--- config.mk ---
export PLATFORM = sky130hd
export DESIGN_NAME = host_pci_mii_pin_select
export DESIGN_NICKNAME = d
export VERILOG_FILES = /design/src/pin_select_pkg.sv /design/src/host_pci_mii_pin_select.sv
export SDC_FILE = /design/constraint.sdc
export NUM_CORES = 1
export LEC_CHECK = 0
export ABC_AREA = 1
export BUFFER_PORTS_ARGS = -buffer_cell sky130_fd_sc_hd__buf_2
export CORE_AREA = 4 4 154 156
export CTS_CLUSTER_SIZE = 28
export DETAILED_ROUTE_END_ITERATION = 7
export DIE_AREA = 0 0 158 160
export PLACE_DENSITY = 0.54
export SLEW_MARGIN = 10
export SYNTH_ARGS = -nofsm -noshare
export SYNTH_HDL_FRONTEND = slang
export SYNTH_SLANG_ARGS = --single-unit
--- constraint.sdc ---
create_clock -name i_clock -period 1.6 [get_ports i_clock]
set_clock_uncertainty 0.1 [all_clocks]
set_input_delay 0.08 -clock i_clock [delete_from_list [all_inputs] [get_ports i_clock]]
set_output_delay 0.08 -clock i_clock [all_outputs]
set_load 0.005 [all_outputs]
--- src/pin_select_pkg.sv ---
// Package of constants for the host / PCI / Ethernet shared pin selector
package pin_select_pkg;
  // ==========================================================
  // Pin group widths
  localparam int HOST_DATA_WIDTH = 32;
  localparam int PCI_SOLO_WIDTH = 8;
  localparam int EXT_ADDR_WIDTH = 19;
  // ==========================================================
  // Masks over the 32 shared data pins
  localparam logic [31:0] PCI_LOW_MASK = 32'h0080_ffff;   // Bits 23 and 15:0
  localparam logic [31:0] MII_MASK = 32'hff7f_0000;       // Bits 31:24 and 22:16
  // MII direction: receive group 31:24 and 22 (tx clock) are inputs, 21 collision input
  localparam logic [31:0] MII_OUT_MASK = 32'h001f_0000;   // Bits 20:16 driven by the MAC
  // ==========================================================
  // Reset values of latched straps, and the expected address-bus default
  localparam logic PCI_STRAP_RESET = 1'b0;
  localparam logic ETH_STRAP_RESET = 1'b0;
  localparam logic [18:0] EXT_ADDR_DEFAULT = 19'h00000;
  // ==========================================================
  // Peripheral-select value of the documented example configuration
  localparam logic [31:0] PERIPH_SELECT_EXAMPLE = 32'h0000_0078;
endpackage

--- src/host_pci_mii_pin_select.sv ---
// Strap-selected function mux for the shared host-port, PCI and MII pins
// Functional notes
// - PCI strap low: host-port data, PCI off
// - PCI strap high: data pins not taken by MII become PCI
// - Ethernet strap high: MII on upper data pins
// - PCI off: standalone PCI pins high impedance
// - Example straps give documented peripheral set
// - Ethernet strap also routes management pins
`timescale 1ns/1ns
module host_pci_mii_pin_select (
  input wire logic i_clock,
  input wire logic i_reset_n,
  input wire logic i_pci_select_strap,
  input wire logic i_ethernet_select_strap,
  input wire logic i_eeprom_autoinit_strap,
  input wire logic i_host_data_bit_five,
  input wire logic [31:0] i_peripheral_select_register,
  input wire logic [31:0] i_host_port_data_in,
  input wire logic [31:0] i_host_port_data_out,
  input wire logic [31:0] i_host_port_data_oe,
  input wire logic [31:0] i_pci_ad_out,
  input wire logic [31:0] i_pci_ad_oe,
  input wire logic [4:0] i_mii_tx_out,
  input wire logic [7:0] i_pci_solo_out,
  input wire logic [7:0] i_pci_solo_oe,
  input wire logic i_mgmt_clock,
  input wire logic i_mgmt_data_out,
  input wire logic i_mgmt_data_oe,
  input wire logic [18:0] i_external_address_bus,
  output logic [31:0] o_host_port_data_out,
  output logic [31:0] o_host_port_data_oe,
  output logic [31:0] o_host_port_data_to_core,
  output logic [31:0] o_pci_ad_to_core,
  output logic [10:0] o_mii_rx_to_core,
  output logic [7:0] o_pci_solo_out,
  output logic [7:0] o_pci_solo_oe,
  output logic o_expansion_serial_clock_out,
  output logic o_expansion_serial_data_out,
  output logic o_expansion_serial_data_oe,
  output logic o_host_port_enable,
  output logic o_pci_enable,
  output logic o_ethernet_controller_enable,
  output logic o_example_config_match,
  output logic o_external_address_violation
);
  // ==========================================================
  // Strap capture
  logic pci_sel_reg;       // Latched PCI strap
  logic eth_sel_reg;       // Latched Ethernet strap
  logic captured_reg;      // Set after the one capture
  logic eeprom_sel_reg;    // Latched autoinit strap
  logic hd5_sel_reg;       // Latched host data bit five

  // Capture on the first edge after release, then hold: the async reset
  // may only load constants, so the strap is sampled by a clocked step
  always_ff @(posedge i_clock or negedge i_reset_n) begin
    if (!i_reset_n) begin
      pci_sel_reg <= pin_select_pkg::PCI_STRAP_RESET;
      eth_sel_reg <= pin_select_pkg::ETH_STRAP_RESET;
      eeprom_sel_reg <= 1'b0;
      hd5_sel_reg <= 1'b0;
      captured_reg <= 1'b0;
    end else if (!captured_reg) begin
      pci_sel_reg <= i_pci_select_strap;
      eth_sel_reg <= i_ethernet_select_strap;
      eeprom_sel_reg <= i_eeprom_autoinit_strap;
      hd5_sel_reg <= i_host_data_bit_five;
      captured_reg <= 1'b1;
    end
  end

  // ==========================================================
  // Per-pin owner masks
  logic [31:0] pci_mask;   // Pins owned by PCI
  logic [31:0] mii_mask;   // Pins owned by MII
  logic [31:0] mii_drive;  // MII pins driven outward
  logic [31:0] mii_tx_word; // MII transmit bits placed on the bus

  // Ethernet takes its pins ahead of PCI; PCI keeps the low group
  always_comb begin
    mii_mask = (captured_reg && eth_sel_reg) ? pin_select_pkg::MII_MASK : 32'h0000_0000;
    pci_mask = (captured_reg && pci_sel_reg) ? ~mii_mask : 32'h0000_0000;
    mii_drive = mii_mask & pin_select_pkg::MII_OUT_MASK;
    mii_tx_word = {11'h000, i_mii_tx_out, 16'h0000};
  end

  // ==========================================================
  // Shared data pin drive, registered
  always_ff @(posedge i_clock or negedge i_reset_n) begin
    if (!i_reset_n) begin
      o_host_port_data_out <= 32'h0000_0000;
      o_host_port_data_oe <= 32'h0000_0000;
    end else begin
      // Each pin takes value and enable from its owner only
      o_host_port_data_out <= (pci_mask & i_pci_ad_out) | (mii_drive & mii_tx_word)
                              | (~pci_mask & ~mii_mask & i_host_port_data_out);
      o_host_port_data_oe <= (pci_mask & i_pci_ad_oe) | mii_drive
                             | (~pci_mask & ~mii_mask & i_host_port_data_oe);
    end
  end

  // ==========================================================
  // Pin inputs steered to the owning core; others see zero
  always_ff @(posedge i_clock or negedge i_reset_n) begin
    if (!i_reset_n) begin
      o_host_port_data_to_core <= 32'h0000_0000;
      o_pci_ad_to_core <= 32'h0000_0000;
      o_mii_rx_to_core <= 11'h000;
    end else begin
      o_host_port_data_to_core <= i_host_port_data_in & ~pci_mask & ~mii_mask;
      o_pci_ad_to_core <= i_host_port_data_in & pci_mask;
      // Receive group 31:24, then bits 22:20: tx clock 22, collision 21 and bit 20
      o_mii_rx_to_core <= eth_sel_reg ? {i_host_port_data_in[31:24], i_host_port_data_in[22:20]} : 11'h000;
    end
  end

  // ==========================================================
  // Standalone PCI pins and management pins
  always_ff @(posedge i_clock or negedge i_reset_n) begin
    if (!i_reset_n) begin
      o_pci_solo_out <= 8'h00;
      o_pci_solo_oe <= 8'h00;
      o_expansion_serial_clock_out <= 1'b0;
      o_expansion_serial_data_out <= 1'b0;
      o_expansion_serial_data_oe <= 1'b0;
    end else begin
      // PCI off: enables forced low so the pins float
      o_pci_solo_out <= (captured_reg && pci_sel_reg) ? i_pci_solo_out : 8'h00;
      o_pci_solo_oe <= (captured_reg && pci_sel_reg) ? i_pci_solo_oe : 8'h00;
      o_expansion_serial_clock_out <= captured_reg && eth_sel_reg && i_mgmt_clock;
      o_expansion_serial_data_out <= captured_reg && eth_sel_reg && i_mgmt_data_out;
      o_expansion_serial_data_oe <= captured_reg && eth_sel_reg && i_mgmt_data_oe;
    end
  end

  // ==========================================================
  // Status outputs
  always_ff @(posedge i_clock or negedge i_reset_n) begin
    if (!i_reset_n) begin
      o_host_port_enable <= 1'b0;
      o_pci_enable <= 1'b0;
      o_ethernet_controller_enable <= 1'b0;
      o_example_config_match <= 1'b0;
      o_external_address_violation <= 1'b0;
    end else begin
      o_host_port_enable <= captured_reg && !pci_sel_reg;
      o_pci_enable <= captured_reg && pci_sel_reg;
      o_ethernet_controller_enable <= captured_reg && eth_sel_reg;
      // Example set: video, host port, Ethernet, management, I2C, memory, timers
      o_example_config_match <= captured_reg && !pci_sel_reg && !eeprom_sel_reg && !hd5_sel_reg && eth_sel_reg
                                && (i_peripheral_select_register == pin_select_pkg::PERIPH_SELECT_EXAMPLE);
      // Sticky flag, only a diagnostic: an outside agent fought the defaults
      if (!captured_reg && i_external_address_bus != pin_select_pkg::EXT_ADDR_DEFAULT)
        o_external_address_violation <= 1'b1;
    end
  end
endmodule // host_pci_mii_pin_select

# Word level (Yosys, flattened, before mapping)
# Index checks and enable logic that the tools add are counted.
[classes]
n_eq_ne = 1
muxes = 5
bitwise_logic = 15
n_reduce_logical = 16
[op_table]
columns = ["operator", "count"]
rows = [
  ["$and 32x32->32", 8],
  ["$mux 32", 2],
  ["$not 32->32", 2],
  ["$or 32x21->32", 2],
  ["$or 32x32->32", 2],
  ["$eq 32x7->1 const B", 1],
  ["$and 21x21->21", 1],
  ["$reduce_bool 19->1", 1],
  ["$mux 8", 2],
  ["$logic_and 1x1->1", 11],
  ["$mux 11", 1],
  ["$logic_not 1->1", 4],
]
[totals]
reg_bits = 168

# Logic depth before layout (Yosys ltp)
# Gate-level depths: netlist (run 1).
[depth]
ltp_word = 8
mapped_depth = 6
ltp_nobuf = 6

# Worst setup path after synthesis (run 1)
# OpenSTA, ideal clock, no wires.
[synth_timing]
kind = "register to register"
startpoint = "register captured_reg"
endpoint = "register o_host_port_data_oe[26]"
setup_time_ns = 0.121
arrival_ns = 1.027
t_required_ns = 1.379
path_slack_ns = 0.352
stages_incl_launch_ff = 6
n_path_buf = 1
synth_period_minus_slack_ns = 1.248
cell_sequence = "dfrtp_1 nand2_2 nand2_1 inv_2 buf_2 a22o_1"
[synth_between]
elab_chain_len = 8
[synth_lines]
columns = ["element", "line", "source"]
rows = [
  ["start: declaration", "host_pci_mii_pin_select.sv:50", "logic captured_reg;"],
  ["start signal: assignment", "host_pci_mii_pin_select.sv:62", "captured_reg <= 1'b0;"],
  ["start signal: assignment", "host_pci_mii_pin_select.sv:68", "captured_reg <= 1'b1;"],
  ["$logic_and 1x1->1", "host_pci_mii_pin_select.sv:81", "mii_mask = (captured_reg && eth_sel_reg) ? pin_select_pkg::MII_MASK : 32'h0000_0000;"],
  ["$mux 32", "host_pci_mii_pin_select.sv:81", ""],
  ["$not 32->32", "host_pci_mii_pin_select.sv:82, host_pci_mii_pin_select.sv:98", ""],
  ["$mux 32", "host_pci_mii_pin_select.sv:82", "pci_mask = (captured_reg && pci_sel_reg) ? ~mii_mask : 32'h0000_0000;"],
  ["$not 32->32", "host_pci_mii_pin_select.sv:98", "| (~pci_mask & ~mii_mask & i_host_port_data_oe);"],
  ["$and 32x32->32 (2 in series)", "host_pci_mii_pin_select.sv:98", ""],
  ["$or 32x32->32 *", "host_pci_mii_pin_select.sv:98", ""],
  ["end signal: assignment", "host_pci_mii_pin_select.sv:97", "o_host_port_data_oe <= (pci_mask & i_pci_ad_oe) | mii_drive"],
  ["end: declaration", "host_pci_mii_pin_select.sv:31", "output logic [31:0] o_host_port_data_oe,"],
]
# Mark *: on every way between the ends. The rest lies on a longest branch, timed or not.
# A chain may end at the register's enable or synchronous reset.

# Final worst setup path (run 1)
[layout_timing]
startpoint = "input i_peripheral_select_register[12]"
endpoint = "register o_example_config_match"
[layout_between]
elab_chain_len = 2
[layout_lines]
columns = ["element", "line", "source"]
rows = [
  ["start: declaration", "host_pci_mii_pin_select.sv:17", "input wire logic [31:0] i_peripheral_select_register,"],
  ["$eq 32x7->1", "host_pci_mii_pin_select.sv:151", "&& (i_peripheral_select_register == pin_select_pkg::PERIPH_SELECT_EXAMPLE);"],
  ["$logic_and 1x1->1", "host_pci_mii_pin_select.sv:151", ""],
  ["end signal: assignment", "host_pci_mii_pin_select.sv:150", "o_example_config_match <= captured_reg && !pci_sel_reg && !eeprom_sel_reg && !hd5_sel_reg && eth_sel_reg"],
  ["end: declaration", "host_pci_mii_pin_select.sv:43", "output logic o_example_config_match,"],
]
# No other way between the ends.

==> results_dict.tcl, run 1 <==
set metrics [dict create \
    wl_per_cell_microns 15.6 \
    die_area_sq_um 25300 \
    crit_family "buffers and inverters" \
    cp-startpoint "i_peripheral_select_register[12]" \
    grt_pass1_wl_microns 35800 \
    final-setup-viol-count 0 \
    status "completed" \
    die_y_microns 160 \
    grt_overflow_total 0 \
    syn2layout_area_growth_pct 92.2 \
    top_usage_layer "met2" \
    post-place-ws_ns 0.0939 \
    placed_area_sq_um 8340 \
    crit_buf_inv 3 \
    final_area_sq_um 11300 \
    min_from "i_external_address_bus[11]" \
    reg2reg_from "captured_reg" \
    syn_area_sq_um 5870 \
    htreeDepth 4 \
    grt_pass1_vias 6907 \
    synth-adder-area-share_pct 0 \
    grt_max_degree 54 \
    drive_above_1_share_pct 37.2 \
    viasPerCell 4.15 \
    ctsLongestPathBuffers 2 \
    max_freq_mhz 646 \
    fin_ws_ns 0.0522 \
    die_x_microns 158 \
    cts_tree "built" \
    crit_chain "dlygate4sd3_1 -> buf_2 -> nor2_2 -> dlygate4sd3_1 -> nand2_1 -> nor2_2 -> nand3_1 -> nor2_1" \
    dp_hpwl_microns 15600 \
    p_leak_nw 6.37 \
    hold_class "input pin to flop" \
    cp_slowest_cell "dlygate4sd3_1" \
    ys_ff_latch 168 \
    cp.arrival_ns 1.80 \
    met1_usage_pct 19.4 \
    fin_hold_ws_ns 0.0155 \
    cp.required_ns 1.85 \
    grt_use_met3_pct 6.23 \
    syn_area_per_cell_sq_um 10.4 \
    synth_top_family_by_area "simple AND/OR/NAND/NOR gates" \
    drc 0 \
    clk_latency_ns 0.42 \
    max_cap_violations 0 \
    grt_use_total_pct 18.2 \
    drt_pass1_iterations 6 \
    worst_path_largest_cell_delay_ns 0.56 \
    antenna_found_initial 1 \
    drt-initial-drc-count 309 \
    synthSimpleGateAreaFrac_pct 18.4 \
    syn_inst 565 \
    synth_top_cell_by_area "dfrtp_1" \
    std_cell_rows 55 \
    yosysWarnings 0 \
    routed_wl_microns 23600 \
    worst-path-max-fanout 1 \
    ys_seq_area_share_pct 71.6 \
    core_area_sq_um 22400 \
    grt_use_met2_pct 32.2 \
    power_density_nw_per_um2 938 \
    synthXorXnorAreaFrac_pct 0 \
    vias 6284 \
    cp-end-kind "flop" \
    muxShareOfSynthArea_pct 0 \
    cts.sinks 168 \
    p_total_mw 10.6 \
    rsz0062_at_grt "false" \
    num-nets-final 1455 \
    ios 404 \
    root_buffer "clkbuf_16" \
    place_congestion 0.792 \
    start_util_pct 26.2 \
    setup_tns_ns 0 \
    start_kind "input pin" \
    fin_crit_sh_pct 96.7 \
    ir_drop_v 0.000535 \
    cts_buffers 17 \
    synthTopCellsByArea "dfrtp_1, nand2_1, nor2_1, inv_1, a22o_1" \
    synth.top_cell.area_share_pct 71.6 \
    fin_crit_ns 1.55 \
    synth-compound-area-share_pct 3.73 \
    hold_violations 0 \
    io_buffers 403 \
    crit_type "input pin to flop" \
    syn_nets 806 \
    cts.clk_slew.worst_paths_ns 0.07 \
    drtAntennaViolNets 0 \
    synth.distinct_cells 18 \
    slew_violations 0 \
]
[report_power, final]
part	total (mW)	leakage (nW)	internal [mW]	switching (mW)
Clock	4.18	0.296	2.25	1.93
Sequential	4.64	2.12	4.55	0.0904
Combinational	1.77	3.95	0.977	0.792
[tightest hold or removal path: stages]
cell     delay [ns]
buf_2          0.08
nor2_1         0.03
and2_0         0.15
nand3_1        0.08
nand2_1        0.04
nand2_1        0.04
[routing by layer]
| metal | up-vias | routed length [microns] |
|---|---|---|
| met2 | 329 | 11900 |
| met3 | 64 | 2130 |
| met4 | 0 | 911 |
| met5 | - | 0 |
| met1 | 2908 | 8690 |
| li1 | 2983 | - |
[per-stage QoR]
| stage | util (%) | cells |
|---|---|---|
| after detailed placement | 37.3 | 1247 |
| after global placement | 37.3 | 1247 |
| after CTS | 50.4 | 1512 |
| final | 50.5 | 1513 |
| after global routing | 50.4 | 1512 |
| after floorplan | - | 565 |
[cell usage after synthesis]
master / count
conb_1: 1
nand2_1: 151
dfrtp_1: 168
inv_1: 68
nor2_1: 113
buf_2: 15
nand2_2: 2
clkbuf_1: 6
and2_0: 1
o22a_1: 5
inv_2: 2
nor3_1: 1
nand3_1: 8
nand4_1: 1
clkinv_1: 1
a22o_1: 20
nand3b_1: 1
nor2_4: 1
[worst paths after layout]
path                                           endpoint  slack, ns  cells past startpoint
min reg2reg                o_external_address_violation       0.37                      2
min                        o_external_address_violation       0.02                      6
min in group asynchronous      o_host_port_data_out[30]       0.03                      2
max                              o_example_config_match       0.05                      8
max reg2reg                     o_host_port_data_out[5]       0.12                      5
max in group asynchronous             o_pci_solo_out[7]       0.75                      3
[cell usage in the layout, fill, tap and decap left out]
master,n
dfrtp_1,168
nand2_1,151
nor2_2,3
bufinv_16,1
buf_2,402
clkinv_4,1
nand3b_1,1
nand4_1,1
nor3_1,1
inv_6,5
nor2_4,1
a22o_1,20
and2_0,1
clkbuf_1,1
nor2_1,110
buf_6,1
inv_1,68
buf_4,9
inv_8,5
nand3_1,8
clkinv_1,1
o22a_1,5
diode_2,1
nand2_2,2
conb_1,1
clkbuf_16,17
clkinv_8,2
buf_12,6
dlygate4sd3_1,233
inv_2,2
[logic make-up after synthesis]
| group | Yosys count |
|---|---|
| other | 1 |
| buffers and inverters | 92 |
| AND/OR/NAND/NOR | 279 |
| flip-flops | 168 |
| AO/OA/AOI/OAI | 25 |
[cell type report]
cell class,instances,area (sq um)
repair buffers,651,4540
well taps,285,357
flip-flops and latches,168,4200
clock buffers,18,429
fillers,1943,11100
diodes,1,2.50
multi-input cells,305,1310
clock inverters,14,171
inverters,71,267
[what timing repair did]
item                       CTS  global route
setup endpoints to repair    0             1
buffers inserted             0             0
hold endpoints to repair   332             0
resized for setup            0             3
hold buffers               233             0
Note: power is estimated with default switching activity, not from simulation.
==> inputs of run 2 (changes only) <==
- REMOVE_ABC_BUFFERS: not set -> 1
==> results_dict.tcl, run 2 (synthesis gave the netlist of run 1 again) <==
set metrics [dict create \
    max_freq_mhz 639 \
    power_density_nw_per_um2 942 \
    syn2layout_area_growth_pct 91.5 \
    n_antenna_cell 0 \
    status "finished with violations" \
    power_frac_seq_pct 43.7 \
    cp-end-kind "flop" \
    final-setup-viol-count 0 \
    ios 404 \
    drive_above_1_share_pct 37.1 \
    ir_drop_v 0.000634 \
    p_leak_nw 6.35 \
    crit_chain "dlygate4sd3_1 -> buf_2 -> nor2_1 -> dlygate4sd3_1 -> nand2_1 -> nor2_1 -> nand3b_1 -> nor2_1" \
    cts_buffers 17 \
    post-cts-setup-buffers 0 \
    core_area_sq_um 22400 \
    cts.clk_slew.worst_paths_ns 0.07 \
    vias 6290 \
    layout_common_cells "buf_2, dlygate4sd3_1, dfrtp_1" \
    drt_pass1_iterations 4 \
    io_buffers 403 \
    start_kind "input pin" \
    place_congestion 0.844 \
    routed_wl_microns 23300 \
    ctsLongestPathBuffers 2 \
    final_area_sq_um 11200 \
    met1_usage_pct 19.9 \
    root_buffer "clkbuf_16" \
    grt_use_met2_pct 31.9 \
    r2r_slack_ns 0.18 \
    std_cell_rows 55 \
    slew_violations 0 \
    crit_family "buffers and inverters" \
    worst_path_largest_cell_delay_ns 0.58 \
    grt_use_met3_pct 5.34 \
    r2r-end "o_host_port_data_oe[9]" \
    rsz0062_at_grt "true" \
    grt_pass1_vias 7014 \
    crit_cells 8 \
    viasPerCell 4.16 \
    grt_overflow_total 0 \
    crit_type "input pin to flop" \
    cp.required_ns 1.84 \
    fin_hold_ws_ns -0.0299 \
    comb_power_share_pct 16.6 \
    antenna_found_initial 0 \
    fin_crit_sh_pct 97.8 \
    start_util_pct 26.2 \
    worst-path-max-fanout 1 \
    failed_checks "negative hold slack" \
    ff2ff_path_depth 4 \
    die_y_microns 160 \
    switching_power_mw 2.69 \
    num-nets-final 1454 \
    holdPathEnd "o_external_address_violation" \
    drtAntennaViolNets 0 \
    placed_area_sq_um 8310 \
    cp_slowest_cell "dlygate4sd3_1" \
    fin_crit_ns 1.56 \
    cts.sinks 168 \
    drt-initial-drc-count 229 \
    hold_class "input pin to flop" \
    p_int_mw 7.91 \
    hold_violations 1 \
    p_clk_share_pct 39.7 \
    cp.arrival_ns 1.81 \
    grt_use_total_pct 18.1 \
    cp_common_cell "nor2_1" \
    clk_latency_ns 0.41 \
    max_cap_violations 0 \
    drc 0 \
    crit_buf_inv 3 \
    htreeDepth 4 \
    hold_path_depth 7 \
    dp_hpwl_microns 14800 \
    reg2reg_from "captured_reg" \
    switching_share_pct 25.4 \
    setup_tns_ns 0 \
    grt_pass1_wl_microns 36100 \
    die_x_microns 158 \
    top_usage_layer "met2" \
    grt_max_degree 53 \
    min_from "i_external_address_bus[5]" \
    die_area_sq_um 25300 \
    wl_per_cell_microns 15.4 \
    cts_tree "built" \
    final_common_cell "buf_2" \
]
[run 2: changes by cell type in the layout (fill, tap and decap cells not counted), moves of 2 or more]
cell / before / now
buf_12: 6 / 4
clkinv_2: 0 / 3
clkinv_8: 2 / 0
inv_8: 5 / 3
nor2_1: 110 / 112
nor2_2: 3 / 1
[run 2: how the worst max path moves through the flow]
| stage | start | end | slack (ns) |
|---|---|---|---|
| floorplan | captured_reg | o_pci_enable | -1.07 |
| global placement | captured_reg | o_host_port_data_out[25] | 0.15 |
| detailed placement | captured_reg | o_host_port_data_out[19] | 0.09 |
| CTS | captured_reg | o_host_port_data_out[19] | 0.07 |
| global route | i_external_address_bus[6] | o_external_address_violation | -0.01 |
| finish | i_peripheral_select_register[20] | o_example_config_match | 0.04 |
[run 2: per-layer routing]
layer,up-vias,share of wire [%]
li1,2981,-
met1,2881,39
met2,350,49
met3,78,8.6
met4,0,4.2
met5,-,0
[run 2: worst register-to-register path: cells and delay by family, from the launching register on]
family / cells / cell delay [ns]
buffers and inverters: 1 / 0.41
flip-flops: 1 / 0.43
AND/OR/NAND/NOR: 3 / 0.42
[run 2: what timing repair did]
item,CTS,global route
resized for setup,0,3
endpoints found under the setup margin,0,19
hold buffers,237,0
hold endpoints to repair,332,0
[run 2: stage by stage]
step / power (mW) / cells / worst slack, ns / util [%]
6_report: 10.6 / 1511 / 0.0355 / 50.3
5_1_grt: 11.1 / 1511 / -0.0141 / 50.3
4_1_cts: 10.7 / 1515 / 0.0692 / 50.4
2_1_floorplan: 5.11 / 544 / -1.07 / -
3_3_place_gp: 6.00 / 1246 / 0.153 / 37.1
3_5_place_dp: 6.00 / 1246 / 0.0878 / 37.1
[run 2: area by class of cell]
type	instances	area, sq um
clock buffer	18	439
clock inverter	14	160
fill	2027	11100
inverter	71	269
multi-input combinational	305	1310
sequential	168	4200
tap	285	357
timing repair buffer	650	4510
[run 2: power groups by stage]
stage,clock (mW),sequential (mW),combinational (mW)
2_1_floorplan,0,4.77,0.343
3_3_place_gp,0,4.71,1.29
3_5_place_dp,0,4.71,1.29
4_1_cts,4.36,4.63,1.75
5_1_grt,4.50,4.66,1.94
6_report,4.21,4.63,1.76
